File: src/verilog/rsw_defs.svh
`ifndef RSW_DEFS_SVH
`define RSW_DEFS_SVH
// ************************************************************
// register offsets and fields
// ************************************************************
`define RSW_ADDR_WD_RELOAD    8'hA6
`define RSW_ADDR_WD_KEY       8'hAE
`define RSW_ADDR_PWR_CTRL     8'h87
`define RSW_ADDR_USB_IEN      8'hB5
`define RSW_ADDR_USB_ISTA     8'hB6
`define RSW_ADDR_RST_CAUSE    8'hF0
`define RSW_BIT_LSR_DISABLE   5
`define RSW_BIT_USB_RST_EN    6
`define RSW_BIT_USB_RST_FLAG  6
`define RSW_WD_KEY_DISABLE    8'h55
`define RSW_RST_PWR_CTRL      8'h00
`define RSW_RST_USB_IEN       8'h00
`define RSW_RST_WD_KEY        8'h00
// ************************************************************
// timing
// ************************************************************
`define RSW_CLK_MHZ           200
`define RSW_WD_BITS           22
`define RSW_WD_PULSE_CYC      32768
`define RSW_LSR_HOLD_MS       10
`define RSW_LSR_HOLD_CYC      (`RSW_LSR_HOLD_MS * 1000 * `RSW_CLK_MHZ)
`define RSW_NOISE_NS          1000
`define RSW_NOISE_CYC         ((`RSW_NOISE_NS * `RSW_CLK_MHZ) / 1000)
`define RSW_EXT_MS            1
`define RSW_EXT_CYC           (`RSW_EXT_MS * 1000 * `RSW_CLK_MHZ)
`define RSW_SE0_MIN           4
`endif

File: src/verilog/rsw_pkg.sv
package rsw_pkg;
	typedef logic [7:0] rsw_byte_type;
	typedef enum logic [1:0] {RSW_RUN, RSW_WD_PULSE} rsw_wd_state_type;
endpackage : rsw_pkg

File: src/verilog/rsw_if.sv
`timescale 1ns/1ps
// ************************************************************
// cpu side special function register bus
// ************************************************************
interface rsw_if (input wire logic clk);
	logic [7:0] sfr_addr;
	logic [7:0] sfr_wdata;
	logic       sfr_wr;
	logic       sfr_rd;
	logic [7:0] sfr_rdata;
	logic       cpu_reset;
	modport dev (input sfr_addr, input sfr_wdata, input sfr_wr, input sfr_rd, output sfr_rdata, output cpu_reset);
	modport cpu (output sfr_addr, output sfr_wdata, output sfr_wr, output sfr_rd, input sfr_rdata, input cpu_reset);
endinterface : rsw_if

File: src/verilog/rsw_device.sv
// Chosen here: the address-and-strobe port.
`timescale 1ns/1ps
`include "rsw_defs.svh"
module rsw_device #(
	parameter int LSR_HOLD_CYC = `RSW_LSR_HOLD_CYC,
	parameter int WD_PULSE_CYC = `RSW_WD_PULSE_CYC
) (
	input  wire logic          clk,
	input  wire logic          reset,
	rsw_if.dev                 bus,
	input  wire logic          ext_reset_n,
	input  wire logic          supply_low,
	input  wire logic          usb_se0,
	input  wire logic          usb_sample,
	output rsw_pkg::rsw_byte_type pwr_ctrl,
	output logic               companion_reset_n
);
	import rsw_pkg::*;
	// ************************************************************
	// pin synchronisers
	// ************************************************************
	logic [2:0] meta_r;
	logic [2:0] sync_r;
	always_ff @(posedge clk)
	begin
		meta_r <= {ext_reset_n, supply_low, usb_se0};
		sync_r <= meta_r;
	end
	wire ext_n_s  = sync_r[2];
	wire low_s    = sync_r[1];
	wire se0_s    = sync_r[0];
	// ************************************************************
	// registers
	// ************************************************************
	rsw_byte_type pwr_r;
	rsw_byte_type usb_interrupt_enable_register_r;
	rsw_byte_type key_r;
	rsw_byte_type rdata_r;
	logic         usb_flag_r;
	logic [3:0]   cause_r;
	logic         int_reset_r;
	logic         rst_d_r;
	wire wr_reload = bus.sfr_wr && bus.sfr_addr == `RSW_ADDR_WD_RELOAD;
	wire wr_key    = bus.sfr_wr && bus.sfr_addr == `RSW_ADDR_WD_KEY;
	wire wr_pwr    = bus.sfr_wr && bus.sfr_addr == `RSW_ADDR_PWR_CTRL;
	wire wr_usb_interrupt_enable_register   = bus.sfr_wr && bus.sfr_addr == `RSW_ADDR_USB_IEN;
	wire wr_usta   = bus.sfr_wr && bus.sfr_addr == `RSW_ADDR_USB_ISTA;
	// ************************************************************
	// low-supply detector: filter then hold
	// ************************************************************
	// filtering and the hold run on clk, which keeps running in idle and power-down here
	logic [8:0]  noise_r;
	logic        low_ok_r;
	logic [31:0] hold_r;
	wire lsr_en = !pwr_r[`RSW_BIT_LSR_DISABLE];
	// filter and hold restart at reset: the synchroniser is still unknown then
	always_ff @(posedge clk)
	begin
		if (reset || !low_s)
		begin
			noise_r  <= 9'h000;
			low_ok_r <= 1'b0;
		end
		else if (noise_r < 9'(`RSW_NOISE_CYC))
			noise_r <= noise_r + 9'h001;
		else
			low_ok_r <= 1'b1;
	end
	always_ff @(posedge clk)
	begin
		if (reset)
			hold_r <= 32'h0;
		else if (low_ok_r && lsr_en)
			hold_r <= 32'(LSR_HOLD_CYC);
		else if (hold_r != 32'h0)
			hold_r <= hold_r - 32'h1;
	end
	wire lsr_src = (low_ok_r && lsr_en) || hold_r != 32'h0;
	// ************************************************************
	// usb bus reset detection
	// ************************************************************
	logic [2:0] se0_cnt_r;
	wire se0_hit = se0_s && usb_sample && se0_cnt_r == 3'(`RSW_SE0_MIN - 1);
	always_ff @(posedge clk)
	begin
		if (!se0_s)
			se0_cnt_r <= 3'h0;
		else if (usb_sample && se0_cnt_r != 3'h7)
			se0_cnt_r <= se0_cnt_r + 3'h1;
	end
	wire usb_src = se0_hit && usb_interrupt_enable_register_r[`RSW_BIT_USB_RST_EN];
	// ************************************************************
	// watchdog
	// ************************************************************
	logic [`RSW_WD_BITS-1:0] wd_cnt_r;
	logic [15:0]             pulse_r;
	rsw_wd_state_type        wd_state_r;
	wire wd_on    = key_r != `RSW_WD_KEY_DISABLE;
	wire wd_ovf   = wd_on && (&wd_cnt_r);
	wire [6:0] reload_v = bus.sfr_wdata[6:0];
	always_ff @(posedge clk)
	begin
		if (int_reset_r && wd_state_r == RSW_RUN)
			wd_cnt_r <= '0;
		else if (wr_reload)
			wd_cnt_r <= {reload_v, 15'h0000};
		else if (wd_on)
			wd_cnt_r <= wd_cnt_r + 22'h000001;
	end
	always_ff @(posedge clk)
	begin
		if (reset)
			wd_state_r <= RSW_RUN;
		else
			case (wd_state_r)
			RSW_RUN:
				if (wd_ovf)
				begin
					wd_state_r <= RSW_WD_PULSE;
					// overflow cycle plus pulse state give WD_PULSE_CYC cycles
					pulse_r    <= 16'(WD_PULSE_CYC - 2);
				end
			RSW_WD_PULSE:
				if (pulse_r == 16'h0)
					wd_state_r <= RSW_RUN;
				else
					pulse_r <= pulse_r - 16'h1;
			default:
				wd_state_r <= RSW_RUN;
			endcase
	end
	wire wd_src = wd_ovf || wd_state_r == RSW_WD_PULSE;
	// ************************************************************
	// reset merge
	// ************************************************************
	// a one-cycle source still gives two cycles of reset, enough for the cpu to settle
	wire  min_hold = int_reset_r && !rst_d_r;
	wire  any_src  = !ext_n_s || lsr_src || usb_src || wd_src;
	always_ff @(posedge clk)
	begin
		rst_d_r           <= int_reset_r;
		int_reset_r       <= reset || any_src || min_hold;
		companion_reset_n <= !(reset || any_src || min_hold);
	end
	// ************************************************************
	// register file; key and control are cleared by reset and by every internal reset, watchdog included
	// ************************************************************
	always_ff @(posedge clk)
	begin
		if (reset || int_reset_r)
		begin
			key_r  <= `RSW_RST_WD_KEY;
			usb_interrupt_enable_register_r <= `RSW_RST_USB_IEN;
			pwr_r  <= `RSW_RST_PWR_CTRL;
		end
		else
		begin
			if (wr_key)
				key_r <= bus.sfr_wdata;
			if (wr_usb_interrupt_enable_register)
				usb_interrupt_enable_register_r <= bus.sfr_wdata;
			if (wr_pwr)
				pwr_r <= bus.sfr_wdata;
		end
	end
	// flag set wins over software clear (write one to clear)
	always_ff @(posedge clk)
	begin
		if (reset)
			usb_flag_r <= 1'b0;
		else if (se0_hit)
			usb_flag_r <= 1'b1;
		else if (wr_usta && bus.sfr_wdata[`RSW_BIT_USB_RST_FLAG])
			usb_flag_r <= 1'b0;
	end
	// cause bits: ext, supply, usb, watchdog; cleared by a write to the cause register while no source is active
	always_ff @(posedge clk)
	begin
		if (reset)
			cause_r <= 4'h0;
		else if (any_src)
			cause_r <= cause_r | {wd_src, usb_src, lsr_src, !ext_n_s};
		else if (bus.sfr_wr && bus.sfr_addr == `RSW_ADDR_RST_CAUSE)
			cause_r <= 4'h0;
	end
	wire [7:0] rd_mux =
		bus.sfr_addr == `RSW_ADDR_WD_KEY    ? key_r :
		bus.sfr_addr == `RSW_ADDR_PWR_CTRL  ? pwr_r :
		bus.sfr_addr == `RSW_ADDR_USB_IEN   ? usb_interrupt_enable_register_r :
		bus.sfr_addr == `RSW_ADDR_USB_ISTA  ? {1'b0, usb_flag_r, 6'h00} :
		bus.sfr_addr == `RSW_ADDR_RST_CAUSE ? {4'h0, cause_r} : 8'h00;
	always_ff @(posedge clk)
	begin
		if (reset)
			rdata_r <= 8'h00;
		else if (bus.sfr_rd)
			rdata_r <= rd_mux;
		else
			rdata_r <= 8'h00;
	end
	assign bus.sfr_rdata = rdata_r;
	assign bus.cpu_reset = int_reset_r;
	assign pwr_ctrl      = pwr_r;
endmodule : rsw_device

File: src/flat_wrapper.sv
// flat-port wrapper written by rule: the top's interface ports become plain ports
module rsw_device_flat import rsw_pkg::*;
#(
	parameter int LSR_HOLD_CYC = `RSW_LSR_HOLD_CYC,
	parameter int WD_PULSE_CYC = `RSW_WD_PULSE_CYC
)
  (clk, reset, ext_reset_n, supply_low, usb_se0, usb_sample, pwr_ctrl, companion_reset_n, bus_sfr_addr, bus_sfr_wdata, bus_sfr_wr, bus_sfr_rd, bus_sfr_rdata, bus_cpu_reset);
  rsw_if bus_i (.clk(clk));
  input  wire logic clk;
  input  wire logic reset;
  input  wire logic ext_reset_n;
  input  wire logic supply_low;
  input  wire logic usb_se0;
  input  wire logic usb_sample;
  output rsw_pkg::rsw_byte_type pwr_ctrl;
  output logic companion_reset_n;
  input wire logic [$bits(bus_i.sfr_addr)-1:0] bus_sfr_addr;
  input wire logic [$bits(bus_i.sfr_wdata)-1:0] bus_sfr_wdata;
  input wire logic [$bits(bus_i.sfr_wr)-1:0] bus_sfr_wr;
  input wire logic [$bits(bus_i.sfr_rd)-1:0] bus_sfr_rd;
  output wire logic [$bits(bus_i.sfr_rdata)-1:0] bus_sfr_rdata;
  output wire logic [$bits(bus_i.cpu_reset)-1:0] bus_cpu_reset;
  assign bus_i.sfr_addr = bus_sfr_addr;
  assign bus_i.sfr_wdata = bus_sfr_wdata;
  assign bus_i.sfr_wr = bus_sfr_wr;
  assign bus_i.sfr_rd = bus_sfr_rd;
  assign bus_sfr_rdata = bus_i.sfr_rdata;
  assign bus_cpu_reset = bus_i.cpu_reset;
  rsw_device #(.LSR_HOLD_CYC(LSR_HOLD_CYC), .WD_PULSE_CYC(WD_PULSE_CYC)) u_core (.clk(clk), .reset(reset), .bus(bus_i), .ext_reset_n(ext_reset_n), .supply_low(supply_low), .usb_se0(usb_se0), .usb_sample(usb_sample), .pwr_ctrl(pwr_ctrl), .companion_reset_n(companion_reset_n));
endmodule
File: config.mk
export PLATFORM = sky130hd
export DESIGN_NAME = rsw_device_flat
export DESIGN_NICKNAME = d
export VERILOG_FILES = /design/src/verilog/rsw_pkg.sv /design/src/verilog/rsw_if.sv /design/src/verilog/rsw_device.sv /design/src/flat_wrapper.sv
export VERILOG_INCLUDE_DIRS = /design/src /design/src/verilog
export SDC_FILE = /design/constraint.sdc
export NUM_CORES = 1
export LEC_CHECK = 0
export BUFFER_PORTS_ARGS = -buffer_cell sky130_fd_sc_hd__buf_2
export CORE_MARGIN = 2
export CORE_UTILIZATION = 54
export CTS_CLUSTER_DIAMETER = 30
export DETAILED_ROUTE_END_ITERATION = 10
export PLACE_DENSITY = 0.78
export SLEW_MARGIN = 20
export SYNTH_ARGS = -nofsm -noshare
export SYNTH_HDL_FRONTEND = slang
export SYNTH_SLANG_ARGS = --single-unit
File: constraint.sdc
create_clock -name clk -period 3.1 [get_ports clk]
set_clock_uncertainty 0.1 [all_clocks]
set_input_delay 0.31 -clock clk [delete_from_list [all_inputs] [get_ports clk]]
set_output_delay 0.31 -clock clk [all_outputs]
set_load 0.005 [all_outputs]
==> impl_results.html, run 1 <==
<table>
<tr><th>Metric</th><th>Value</th></tr>
<tr><th colspan="2">Routing</th></tr>
<tr><td>Sum of met3 wire segment lengths after detailed routing</td><td>slightly below 800 microns</td></tr>
<tr><td>Drt total wl</td><td>roughly 14 mm</td></tr>
<tr><td>Routed wire length per instance</td><td>~17 microns</td></tr>
<tr><td>1st-pass router iterations</td><td>5</td></tr>
<tr><td>Count of nets left with antenna violations after detail routing</td><td>0</td></tr>
<tr><td>Remaining routing DRC violations</td><td>0</td></tr>
<tr><td>Vias per inst</td><td>5.99</td></tr>
<tr><td>Top sig layer</td><td>met4</td></tr>
<tr><td>Vias</td><td>roughly 5000</td></tr>
<tr><td>Met2 wire length</td><td>6.60 mm</td></tr>
<tr><td>Detailed-route wire length on metal 1</td><td>between 6 and 7 mm</td></tr>
<tr><td>Violation count after the first detailed-route iteration</td><td>around 520</td></tr>
<tr><th colspan="2">Clock tree</th></tr>
<tr><td>CTS max path bufs</td><td>2</td></tr>
<tr><td>CTS resizes</td><td>0</td></tr>
<tr><td>Clock transition at the register clock pins on the worst setup and hold paths after CTS</td><td>approximately 0.060 ns</td></tr>
<tr><td>Clock sinks</td><td>130</td></tr>
<tr><td>CTS H-tree depth</td><td>4</td></tr>
<tr><td>Setup bufs post-CTS</td><td>0</td></tr>
<tr><td>Number of buffers created by CTS</td><td>17</td></tr>
<tr><td>Later-pin clock latency in the skew report</td><td>0.52 ns</td></tr>
<tr><td>Clock tree from TritonCTS</td><td>yes</td></tr>
<tr><td>Clock Root Buffer</td><td>clkbuf_8</td></tr>
<tr><th colspan="2">Logic synthesis</th></tr>
<tr><td>Sequential element share of the synthesized area</td><td>about 48%</td></tr>
<tr><td>Avg Inst Size Synth</td><td>~9.1 sq um</td></tr>
<tr><td>Number of register bits inferred by synthesis</td><td>130</td></tr>
<tr><td>Total nets after synthesis</td><td>670</td></tr>
<tr><td>Count of unique library cells instantiated by Yosys</td><td>53</td></tr>
<tr><td>Warnings from Yosys</td><td>0</td></tr>
<tr><td>Primary FF master, synth</td><td>dfxtp_1</td></tr>
<tr><td>Number of enable-type register cells in the synthesized netlist</td><td>16</td></tr>
<tr><td>FFs w/ async S/R, synth</td><td>0%</td></tr>
<tr><td>Cell area after technology mapping</td><td>slightly below 0.006 sq mm</td></tr>
<tr><td>Synthesized instance count</td><td>~640</td></tr>
<tr><th colspan="2">Floorplan</th></tr>
<tr><td>Number of placement rows</td><td>37</td></tr>
<tr><td>Total die area</td><td>0.0116 sq mm</td></tr>
<tr><td>Floorplan die width</td><td>about 110 microns</td></tr>
<tr><td>Die Ht</td><td>approximately 110 microns</td></tr>
<tr><td>Initial Utilization</td><td>56.1%</td></tr>
<tr><td>Core footprint</td><td>0.0104 sq mm</td></tr>
<tr><td>Number of top-level design ports</td><td>42</td></tr>
<tr><th colspan="2">Final layout</th></tr>
<tr><td>Antenna cell count</td><td>0</td></tr>
<tr><td>Most common cell after layout, fill and taps aside</td><td>dfxtp_1</td></tr>
<tr><td>Design area</td><td>between 0.006 and 0.007 sq mm</td></tr>
<tr><td>Number of nets in the final layout</td><td>a little over 700</td></tr>
<tr><td>Fraction of final layout cells with drive strength greater than 1</td><td>14.3%</td></tr>
<tr><td>Most frequent cells in the layout</td><td>114 x dfxtp_1, 73 x nor2_1, 53 x nand2_1</td></tr>
<tr><td>Layout Area Growth over Synthesis</td><td>18.1%</td></tr>
<tr><th colspan="2">Run</th></tr>
<tr><td>Max-cap check violation count</td><td>0</td></tr>
<tr><th colspan="2">Timing</th></tr>
<tr><td>Final sum of negative setup slack</td><td>0 ns</td></tr>
<tr><td>Slew HR</td><td>39.8%</td></tr>
<tr><td>Slew of the pin with the lowest slew margin</td><td>around 0.9 ns</td></tr>
<tr><td>Maximum clock rate</td><td>~370 MHz</td></tr>
<tr><td>Final hold slack</td><td>between 0.03 and 0.04 ns</td></tr>
<tr><td>Unrepaired setup endpoints after global routing</td><td>false</td></tr>
<tr><td>Number of slew-limit violations in the final report</td><td>0</td></tr>
<tr><td>Post-layout min period</td><td>~2.7 ns</td></tr>
<tr><td>Final critical-path setup slack</td><td>~0.36 ns</td></tr>
<tr><td>Hold Violations, Final</td><td>0</td></tr>
<tr><td>Share of the clock period used by the worst path</td><td>just under 90%</td></tr>
<tr><td>Number of failing setup endpoints in the final timing report</td><td>0</td></tr>
<tr><th colspan="2">GRT</th></tr>
<tr><td>Number of global-route vias before repair</td><td>roughly 4800</td></tr>
<tr><td>Maximum number of pins on one net before global-route repair</td><td>25</td></tr>
<tr><td>Global-route usage over all layers</td><td>about 25%</td></tr>
<tr><td>Final global-route overflow total</td><td>0</td></tr>
<tr><td>Number of antenna violations at the first check in global routing</td><td>0</td></tr>
<tr><td>Wire length of the first global-routing pass</td><td>22.6 mm</td></tr>
<tr><th colspan="2">Power</th></tr>
<tr><td>Total power divided by cell area</td><td>between 800 and 900 mW/mm^2</td></tr>
<tr><td>Tot Pwr</td><td>between 0.005 and 0.006 W</td></tr>
<tr><td>Maximum vdd ir drop</td><td>~0.47 mV</td></tr>
<tr><td>Leakage dissipation</td><td>between 2 and 2.5 nW</td></tr>
<tr><th colspan="2">Status</th></tr>
<tr><td>Result of the run</td><td>complete, no violations</td></tr>
<tr><th colspan="2">Critical path</th></tr>
<tr><td>Crit end category</td><td>flip-flop</td></tr>
<tr><td>Startpoint class of the critical path</td><td>flip-flop</td></tr>
<tr><td>Required arrival time at the worst endpoint</td><td>between 3 and 4 ns</td></tr>
<tr><td>Arrival @ worst endpoint</td><td>3.08 ns</td></tr>
<tr><td>Largest fanout on the critical path</td><td>10</td></tr>
<tr><td>Worst Path Class, Setup</td><td>reg -&gt; reg</td></tr>
<tr><th colspan="2">Placed design</th></tr>
<tr><td>Instance area after placement</td><td>about 0.0062 sq mm</td></tr>
<tr><td>DPL Wire Length</td><td>about 9.3 mm</td></tr>
<tr><td>Final weighted congestion in routability-driven placement</td><td>~0.87</td></tr>
<tr><td>Pre-CTS setup slack</td><td>just over 0.4 ns</td></tr>
<tr><td>I/O Buffers</td><td>41</td></tr>
<tr><th colspan="2">Min path</th></tr>
<tr><td>Tightest Hold Check Type</td><td>in -&gt; reg</td></tr>
</table>
==> cell usage after synthesis, types with 4 or more instances <==
library cell	n	area (sq um)
a211oi_1	10	75.1
a21oi_1	36	180
a22oi_1	9	67.6
a31oi_1	11	68.8
a41o_1	4	40.0
and2_1	8	50.1
and3_1	7	43.8
buf_2	5	25.0
clkbuf_1	21	78.8
dfxtp_1	114	2280
edfxtp_1	16	480
ha_1	9	113
inv_1	11	41.3
mux2i_1	20	200
nand2_1	53	199
nand2b_1	11	68.8
nand3_1	24	120
nand4_1	18	113
nor2_1	73	274
nor2b_1	5	31.3
nor3_1	17	85.1
nor3b_1	4	30.0
nor4_1	17	106
o21ai_0	14	70.1
o31ai_1	7	52.6
o41ai_1	4	35.0
or3_1	12	75.1
or3_2	4	30.0
or4_1	12	90.1
xnor2_1	19	166
xor2_1	26	228
==> power breakdown <==
group / leakage (nW) / internal [W] / switching [W] / total [W]
Clock: 0.273 / 0.00112 / 0.000771 / 0.00189
Sequential: 1.05 / 0.00191 / 0.000231 / 0.00214
Combinational: 1.10 / 0.000700 / 0.000975 / 0.00168
Total: 2.42 / 0.00374 / 0.00198 / 0.00571
==> worst max-delay path, stage by stage (launching register included) <==
cell and delay, ns:
dfxtp_1 0.36, nor4_1 0.56, nand4_1 0.25, or4_1 0.68
or4b_1 0.54, a21oi_1 0.17
==> timing repair <==
item,in CTS,in global routing
endpoints found under the hold margin,14,0
endpoints found under the setup margin,0,0
hold buffers,10,0
==> cell families after synthesis <==
kind of cell               count (synthesis)  synth area share (%)
AOI/OAI and AO/OA                        107                  11.9
xor gates and xnor gates                  45                  6.78
adders and majority gates                  9                  1.94
buffers and inverters                     39                  2.62
DFF                                      130                  47.5
muxes                                     20                  3.44
and+or+nand+nor                          287                  25.8
==> sequential cells by signal, indices dropped and copies added, names as in the netlist <==
register and flops:
u_core.usb_flag_r 1, u_core.noise_r 9, u_core.bus.cpu_reset 1, u_core.bus.sfr_rdata 8, u_core.sync_r 3, u_core.meta_r 3, u_core.wd_state_r 1, u_core.rst_d_r 1
u_core.hold_r 32, u_core.wd_cnt_r 22, u_core.pulse_r 16, u_core.low_ok_r 1, u_core.companion_reset_n 1, u_core.se0_cnt_r 3, u_core.pwr_ctrl 8, u_core.cause_r 4
u_core.key_r 8, u_core.usb_interrupt_enable_register_r 8
==> per-stage QoR <==
stage / util (%) / std cells
3_5_place_dp: 59.7 / 799
4_1_cts: 66.1 / 841
5_1_grt: 66.2 / 841
6_report: 66.2 / 841
3_3_place_gp: 59.7 / 799
2_1_floorplan: - / 637
==> per-layer routing <==
layer	GRT usage [%]	vias to the layer above
met5	0	-
met4	12.5	0
met3	5.87	42
met2	40.2	201
met1	30.4	2353
li1	-	2439
==> final cells by class <==
| type | instances | area [sq um] |
|---|---|---|
| clock buffer | 19 | 443 |
| sequential | 130 | 2760 |
| inverter | 11 | 41.3 |
| clock inverter | 13 | 125 |
| fill | 791 | 3500 |
| tap | 136 | 170 |
| timing repair buffer | 64 | 403 |
| multi-input combinational | 468 | 2920 |
==> final timing paths <==
check                                              startpoint                                                     end  slack, ns  depth (start not counted)
worst max-delay path            u_core.hold_r[8]$_SDFFE_PP0P_                          u_core.hold_r[30]$_SDFFE_PP0P_       0.36                          5
worst max register to register  u_core.hold_r[8]$_SDFFE_PP0P_                          u_core.hold_r[30]$_SDFFE_PP0P_       0.36                          5
worst min-delay path                         bus_sfr_wdata[3]  u_core.usb_interrupt_enable_register_r[3]$_SDFFE_PP0P_       0.04                          3
worst min register to register       u_core.meta_r[0]$_DFF_P_                                u_core.sync_r[0]$_DFF_P_       0.22                          0
Power figures use the tool's default switching activity.
==> run 2: changes to the inputs <==
--- a/config.mk
+++ b/config.mk
@@ -7,11 +7,12 @@
 export NUM_CORES = 1
 export LEC_CHECK = 0
 export BUFFER_PORTS_ARGS = -buffer_cell sky130_fd_sc_hd__buf_2
+export CAP_MARGIN = 20
 export CORE_MARGIN = 2
-export CORE_UTILIZATION = 54
+export CORE_UTILIZATION = 60
 export CTS_CLUSTER_DIAMETER = 30
 export DETAILED_ROUTE_END_ITERATION = 10
-export PLACE_DENSITY = 0.78
+export PLACE_DENSITY = 0.82
 export SLEW_MARGIN = 20
 export SYNTH_ARGS = -nofsm -noshare
 export SYNTH_HDL_FRONTEND = slang
==> constraint.sdc (replaced) <==
create_clock -name clk -period 2.6 [get_ports clk]
set_clock_uncertainty 0.1 [all_clocks]
set_input_delay 0.26 -clock clk [delete_from_list [all_inputs] [get_ports clk]]
set_output_delay 0.26 -clock clk [all_outputs]
set_load 0.005 [all_outputs]
==> impl_results.html, run 2 (synthesized netlist as in run 1, its figures left out) <==
<table>
<tr><th>Metric</th><th>Value</th></tr>
<tr><th colspan="2">Floorplan</th></tr>
<tr><td>Core footprint</td><td>0.00933 sq mm (was 0.0104 sq mm)</td></tr>
<tr><td>Floorplan die width</td><td>102 microns (was 108 microns)</td></tr>
<tr><td>Total die area</td><td>0.0105 sq mm (was 0.0116 sq mm)</td></tr>
<tr><td>Number of top-level design ports</td><td>42 (unchanged)</td></tr>
<tr><td>Number of placement rows</td><td>35 (was 37)</td></tr>
<tr><td>Initial Utilization</td><td>62.3% (was 56.1%)</td></tr>
<tr><td>Die Ht</td><td>102 microns (was 108 microns)</td></tr>
<tr><th colspan="2">Critical path</th></tr>
<tr><td>Largest fanout on the critical path</td><td>9 (was 10)</td></tr>
<tr><td>Required arrival time at the worst endpoint</td><td>2.95 ns (was 3.44 ns)</td></tr>
<tr><td>Slowest library cell on the worst path</td><td>or4_4 (was or4_1)</td></tr>
<tr><td>Arrival @ worst endpoint</td><td>2.87 ns (was 3.08 ns)</td></tr>
<tr><td>Crit end category</td><td>flip-flop (unchanged)</td></tr>
<tr><td>Start of the worst register-to-register path</td><td>u_core.hold_r[17]$_SDFFE_PP0P_ (was u_core.hold_r[8]$_SDFFE_PP0P_)</td></tr>
<tr><td>Reg-to-reg critical path endpoint</td><td>u_core.hold_r[22]$_SDFFE_PP0P_ (was u_core.hold_r[30]$_SDFFE_PP0P_)</td></tr>
<tr><td>Maximum single-stage delay on the critical path</td><td>0.57 ns (was 0.68 ns)</td></tr>
<tr><td>Worst Path Class, Setup</td><td>reg -&gt; reg (unchanged)</td></tr>
<tr><td>Startpoint class of the critical path</td><td>flip-flop (unchanged)</td></tr>
<tr><td>Length in cells of the worst reg-to-reg path</td><td>6 (was 5)</td></tr>
<tr><td>Series of cell instances along the critical path</td><td>or4_4 -&gt; or2_4 -&gt; or4_1 -&gt; buf_4 -&gt; or3_1 -&gt; a21oi_1 (was nor4_1 -&gt; nand4_1 -&gt; or4_1 -&gt; or4b_1 -&gt; a21oi_1)</td></tr>
<tr><td>Reg2Reg Setup Slack</td><td>0.08 ns (was 0.36 ns)</td></tr>
<tr><th colspan="2">Routing</th></tr>
<tr><td>Met2 wire length</td><td>7.18 mm (was 6.60 mm)</td></tr>
<tr><td>Violation count after the first detailed-route iteration</td><td>371 (was 519)</td></tr>
<tr><td>Vias per inst</td><td>6.06 (was 5.99)</td></tr>
<tr><td>1st-pass router iterations</td><td>5 (unchanged)</td></tr>
<tr><td>Top sig layer</td><td>met4 (unchanged)</td></tr>
<tr><td>Detailed-route wire length on metal 1</td><td>6.08 mm (was 6.06 mm)</td></tr>
<tr><td>Vias</td><td>5169 (was 5035)</td></tr>
<tr><td>Count of nets left with antenna violations after detail routing</td><td>0 (unchanged)</td></tr>
<tr><td>Drt total wl</td><td>14.5 mm (was 13.9 mm)</td></tr>
<tr><td>Remaining routing DRC violations</td><td>0 (unchanged)</td></tr>
<tr><td>Sum of met3 wire segment lengths after detailed routing</td><td>846 microns (was 783 microns)</td></tr>
<tr><td>Routed wire length per instance</td><td>16.9 microns (was 16.5 microns)</td></tr>
<tr><th colspan="2">Clock tree</th></tr>
<tr><td>Setup bufs post-CTS</td><td>0 (unchanged)</td></tr>
<tr><td>Clock sinks</td><td>130 (unchanged)</td></tr>
<tr><td>Clock Root Buffer</td><td>clkbuf_8 (unchanged)</td></tr>
<tr><td>CTS H-tree depth</td><td>4 (unchanged)</td></tr>
<tr><td>CTS max path bufs</td><td>2 (unchanged)</td></tr>
<tr><td>Later-pin clock latency in the skew report</td><td>0.52 ns (about the same)</td></tr>
<tr><td>Number of buffers created by CTS</td><td>17 (unchanged)</td></tr>
<tr><td>Clock tree from TritonCTS</td><td>yes (unchanged)</td></tr>
<tr><td>Clock transition at the register clock pins on the worst setup and hold paths after CTS</td><td>0.06 ns (about the same)</td></tr>
<tr><th colspan="2">Min path</th></tr>
<tr><td>Tightest Hold Check Type</td><td>in -&gt; reg (unchanged)</td></tr>
<tr><td>Hold Path Cell Cnt</td><td>3 (unchanged)</td></tr>
<tr><td>Worst hold start</td><td>usb_sample (was bus_sfr_wdata[3])</td></tr>
<tr><td>Worst Hold End</td><td>u_core.usb_flag_r$_SDFFE_PP0P_ (was u_core.usb_interrupt_enable_register_r[3]$_SDFFE_PP0P_)</td></tr>
<tr><th colspan="2">Power</th></tr>
<tr><td>Maximum vdd ir drop</td><td>0.555 mV (was 0.473 mV)</td></tr>
<tr><td>Total power divided by cell area</td><td>1030 mW/mm^2 (was 832 mW/mm^2)</td></tr>
<tr><td>Leakage dissipation</td><td>2.54 nW (was 2.42 nW)</td></tr>
<tr><td>Tot Pwr</td><td>0.00724 W (was 0.00571 W)</td></tr>
<tr><th colspan="2">Status</th></tr>
<tr><td>Result of the run</td><td>complete, no violations (unchanged)</td></tr>
<tr><th colspan="2">Timing</th></tr>
<tr><td>Number of slew-limit violations in the final report</td><td>0 (unchanged)</td></tr>
<tr><td>Share of the clock period used by the worst path</td><td>97.1% (was 88.4%)</td></tr>
<tr><td>Post-layout min period</td><td>2.52 ns (was 2.74 ns)</td></tr>
<tr><td>Number of failing setup endpoints in the final timing report</td><td>0 (unchanged)</td></tr>
<tr><td>Slew of the pin with the lowest slew margin</td><td>0.874 ns (was 0.891 ns)</td></tr>
<tr><td>Hold Violations, Final</td><td>0 (unchanged)</td></tr>
<tr><td>Slew HR</td><td>40.9% (was 39.8%)</td></tr>
<tr><td>Maximum clock rate</td><td>396 MHz (was 365 MHz)</td></tr>
<tr><td>Final critical-path setup slack</td><td>0.0762 ns (was 0.360 ns)</td></tr>
<tr><th colspan="2">GRT</th></tr>
<tr><td>Global-route usage over all layers</td><td>28.0% (was 24.7%)</td></tr>
<tr><td>Number of antenna violations at the first check in global routing</td><td>0 (unchanged)</td></tr>
<tr><td>Wire length of the first global-routing pass</td><td>22.9 mm (was 22.6 mm)</td></tr>
<tr><td>Final global-route overflow total</td><td>0 (unchanged)</td></tr>
<tr><td>Maximum number of pins on one net before global-route repair</td><td>25 (unchanged)</td></tr>
<tr><td>Number of global-route vias before repair</td><td>4932 (was 4813)</td></tr>
<tr><th colspan="2">Final layout</th></tr>
<tr><td>Layout Area Growth over Synthesis</td><td>21.4% (was 18.1%)</td></tr>
<tr><td>Largest registers ranked by flip-flop count</td><td>u_core.hold_r: 32 flops, u_core.wd_cnt_r: 22 flops, u_core.pulse_r: 16 flops (unchanged)</td></tr>
<tr><td>Fraction of final layout cells with drive strength greater than 1</td><td>17.0% (was 14.3%)</td></tr>
<tr><td>Most frequent cells in the layout</td><td>114 x dfxtp_1, 73 x nor2_1, 53 x nand2_1 (unchanged)</td></tr>
<tr><td>Number of nets in the final layout</td><td>744 (was 725)</td></tr>
<tr><td>Antenna cell count</td><td>0 (unchanged)</td></tr>
<tr><td>Area taken by multi-input logic gates</td><td>0.00293 sq mm (was 0.00292 sq mm)</td></tr>
<tr><td>Area occupied by registers</td><td>0.00276 sq mm (unchanged)</td></tr>
<tr><td>Fill cell total of the finished layout</td><td>605 (was 791)</td></tr>
<tr><td>Largest Register</td><td>u_core.hold_r (unchanged)</td></tr>
<tr><td>Most common cell after layout, fill and taps aside</td><td>dfxtp_1 (unchanged)</td></tr>
<tr><td>Number of flip-flops under the largest register name</td><td>32 (unchanged)</td></tr>
<tr><th colspan="2">Placed design</th></tr>
<tr><td>DPL Wire Length</td><td>9.08 mm (was 9.32 mm)</td></tr>
<tr><td>Pre-CTS setup slack</td><td>0.0648 ns (was 0.411 ns)</td></tr>
<tr><td>I/O Buffers</td><td>41 (unchanged)</td></tr>
<tr><td>Final weighted congestion in routability-driven placement</td><td>0.910 (was 0.866)</td></tr>
<tr><th colspan="2">Run</th></tr>
<tr><td>Max-cap check violation count</td><td>0 (unchanged)</td></tr>
</table>
==> run 2: worst max-delay path by stage <==
stage	start	end	slack, ns	cells past startpoint
global placement	u_core.hold_r[17]$_SDFFE_PP0P_	u_core.hold_r[30]$_SDFFE_PP0P_	0.08	5
floorplan	u_core.hold_r[17]$_SDFFE_PP0P_	u_core.hold_r[30]$_SDFFE_PP0P_	0.01	7
detailed placement	u_core.hold_r[17]$_SDFFE_PP0P_	u_core.hold_r[30]$_SDFFE_PP0P_	0.06	5
global route	u_core.hold_r[0]$_SDFFE_PP0P_	u_core.hold_r[22]$_SDFFE_PP0P_	-0.006	8
finish	u_core.hold_r[17]$_SDFFE_PP0P_	u_core.hold_r[22]$_SDFFE_PP0P_	0.08	6
CTS	u_core.hold_r[17]$_SDFFE_PP0P_	u_core.hold_r[22]$_SDFFE_PP0P_	0.006	6
==> run 2: layout make-up <==
class	instances	share of cell area, %
Clock buffer	21	6.96
Timing Repair Buffer	83	7.76
Tap cell	129	2.29
Inverter	11	0.585
Sequential cell	130	39.1
Multi-Input combinational cell	468	41.5
Clock inverter	11	1.74
==> run 2: power by group <==
group	switching [W]	total, W	internal, W
combinational	0.00125	0.00225	0.00100
clock	0.000900	0.00243	0.00153
sequential	0.000282	0.00256	0.00228
==> run 2: repair_timing <==
| item | in CTS | in global routing |
|---|---|---|
| hold endpoints to repair | 27 | 0 |
| resized for setup | 0 | 4 |
| hold buffers | 11 | 0 |
| setup endpoints to repair | 0 | 11 |
==> run 2: critical path, delay by kind of cell (launching register included) <==
kind | cells | cell delay [ns]
buffers and inverters | 1 | 0.18
AO/OA/AOI/OAI | 1 | 0.16
flip-flops | 1 | 0.33
AND/OR/NAND/NOR | 4 | 1.68
==> run 2: layer usage <==
metal / track usage (%) / vias to the layer above
li1: - / 2477
met1: 33.0 / 2443
met2: 48.8 / 215
met3: 5.88 / 34
met4: 12.8 / 0
met5: 0 / -
==> run 2: metrics by stage <==
| step | std cells | utilization [%] | setup TNS, ns | area (sq um) | hold slack (ns) |
|---|---|---|---|---|---|
| 2_1_floorplan | 637 | - | 0 | 5830 | 0.188 |
| 3_3_place_gp | 810 | 67.7 | 0 | 6310 | 0.214 |
| 3_5_place_dp | 810 | 67.7 | 0 | 6320 | 0.213 |
| 4_1_cts | 853 | 75.5 | 0 | 7040 | 0.00313 |
| 5_1_grt | 853 | 75.7 | -0.00645 | 7060 | 0.0394 |
| 6_report | 853 | 75.7 | 0 | 7060 | 0.0139 |
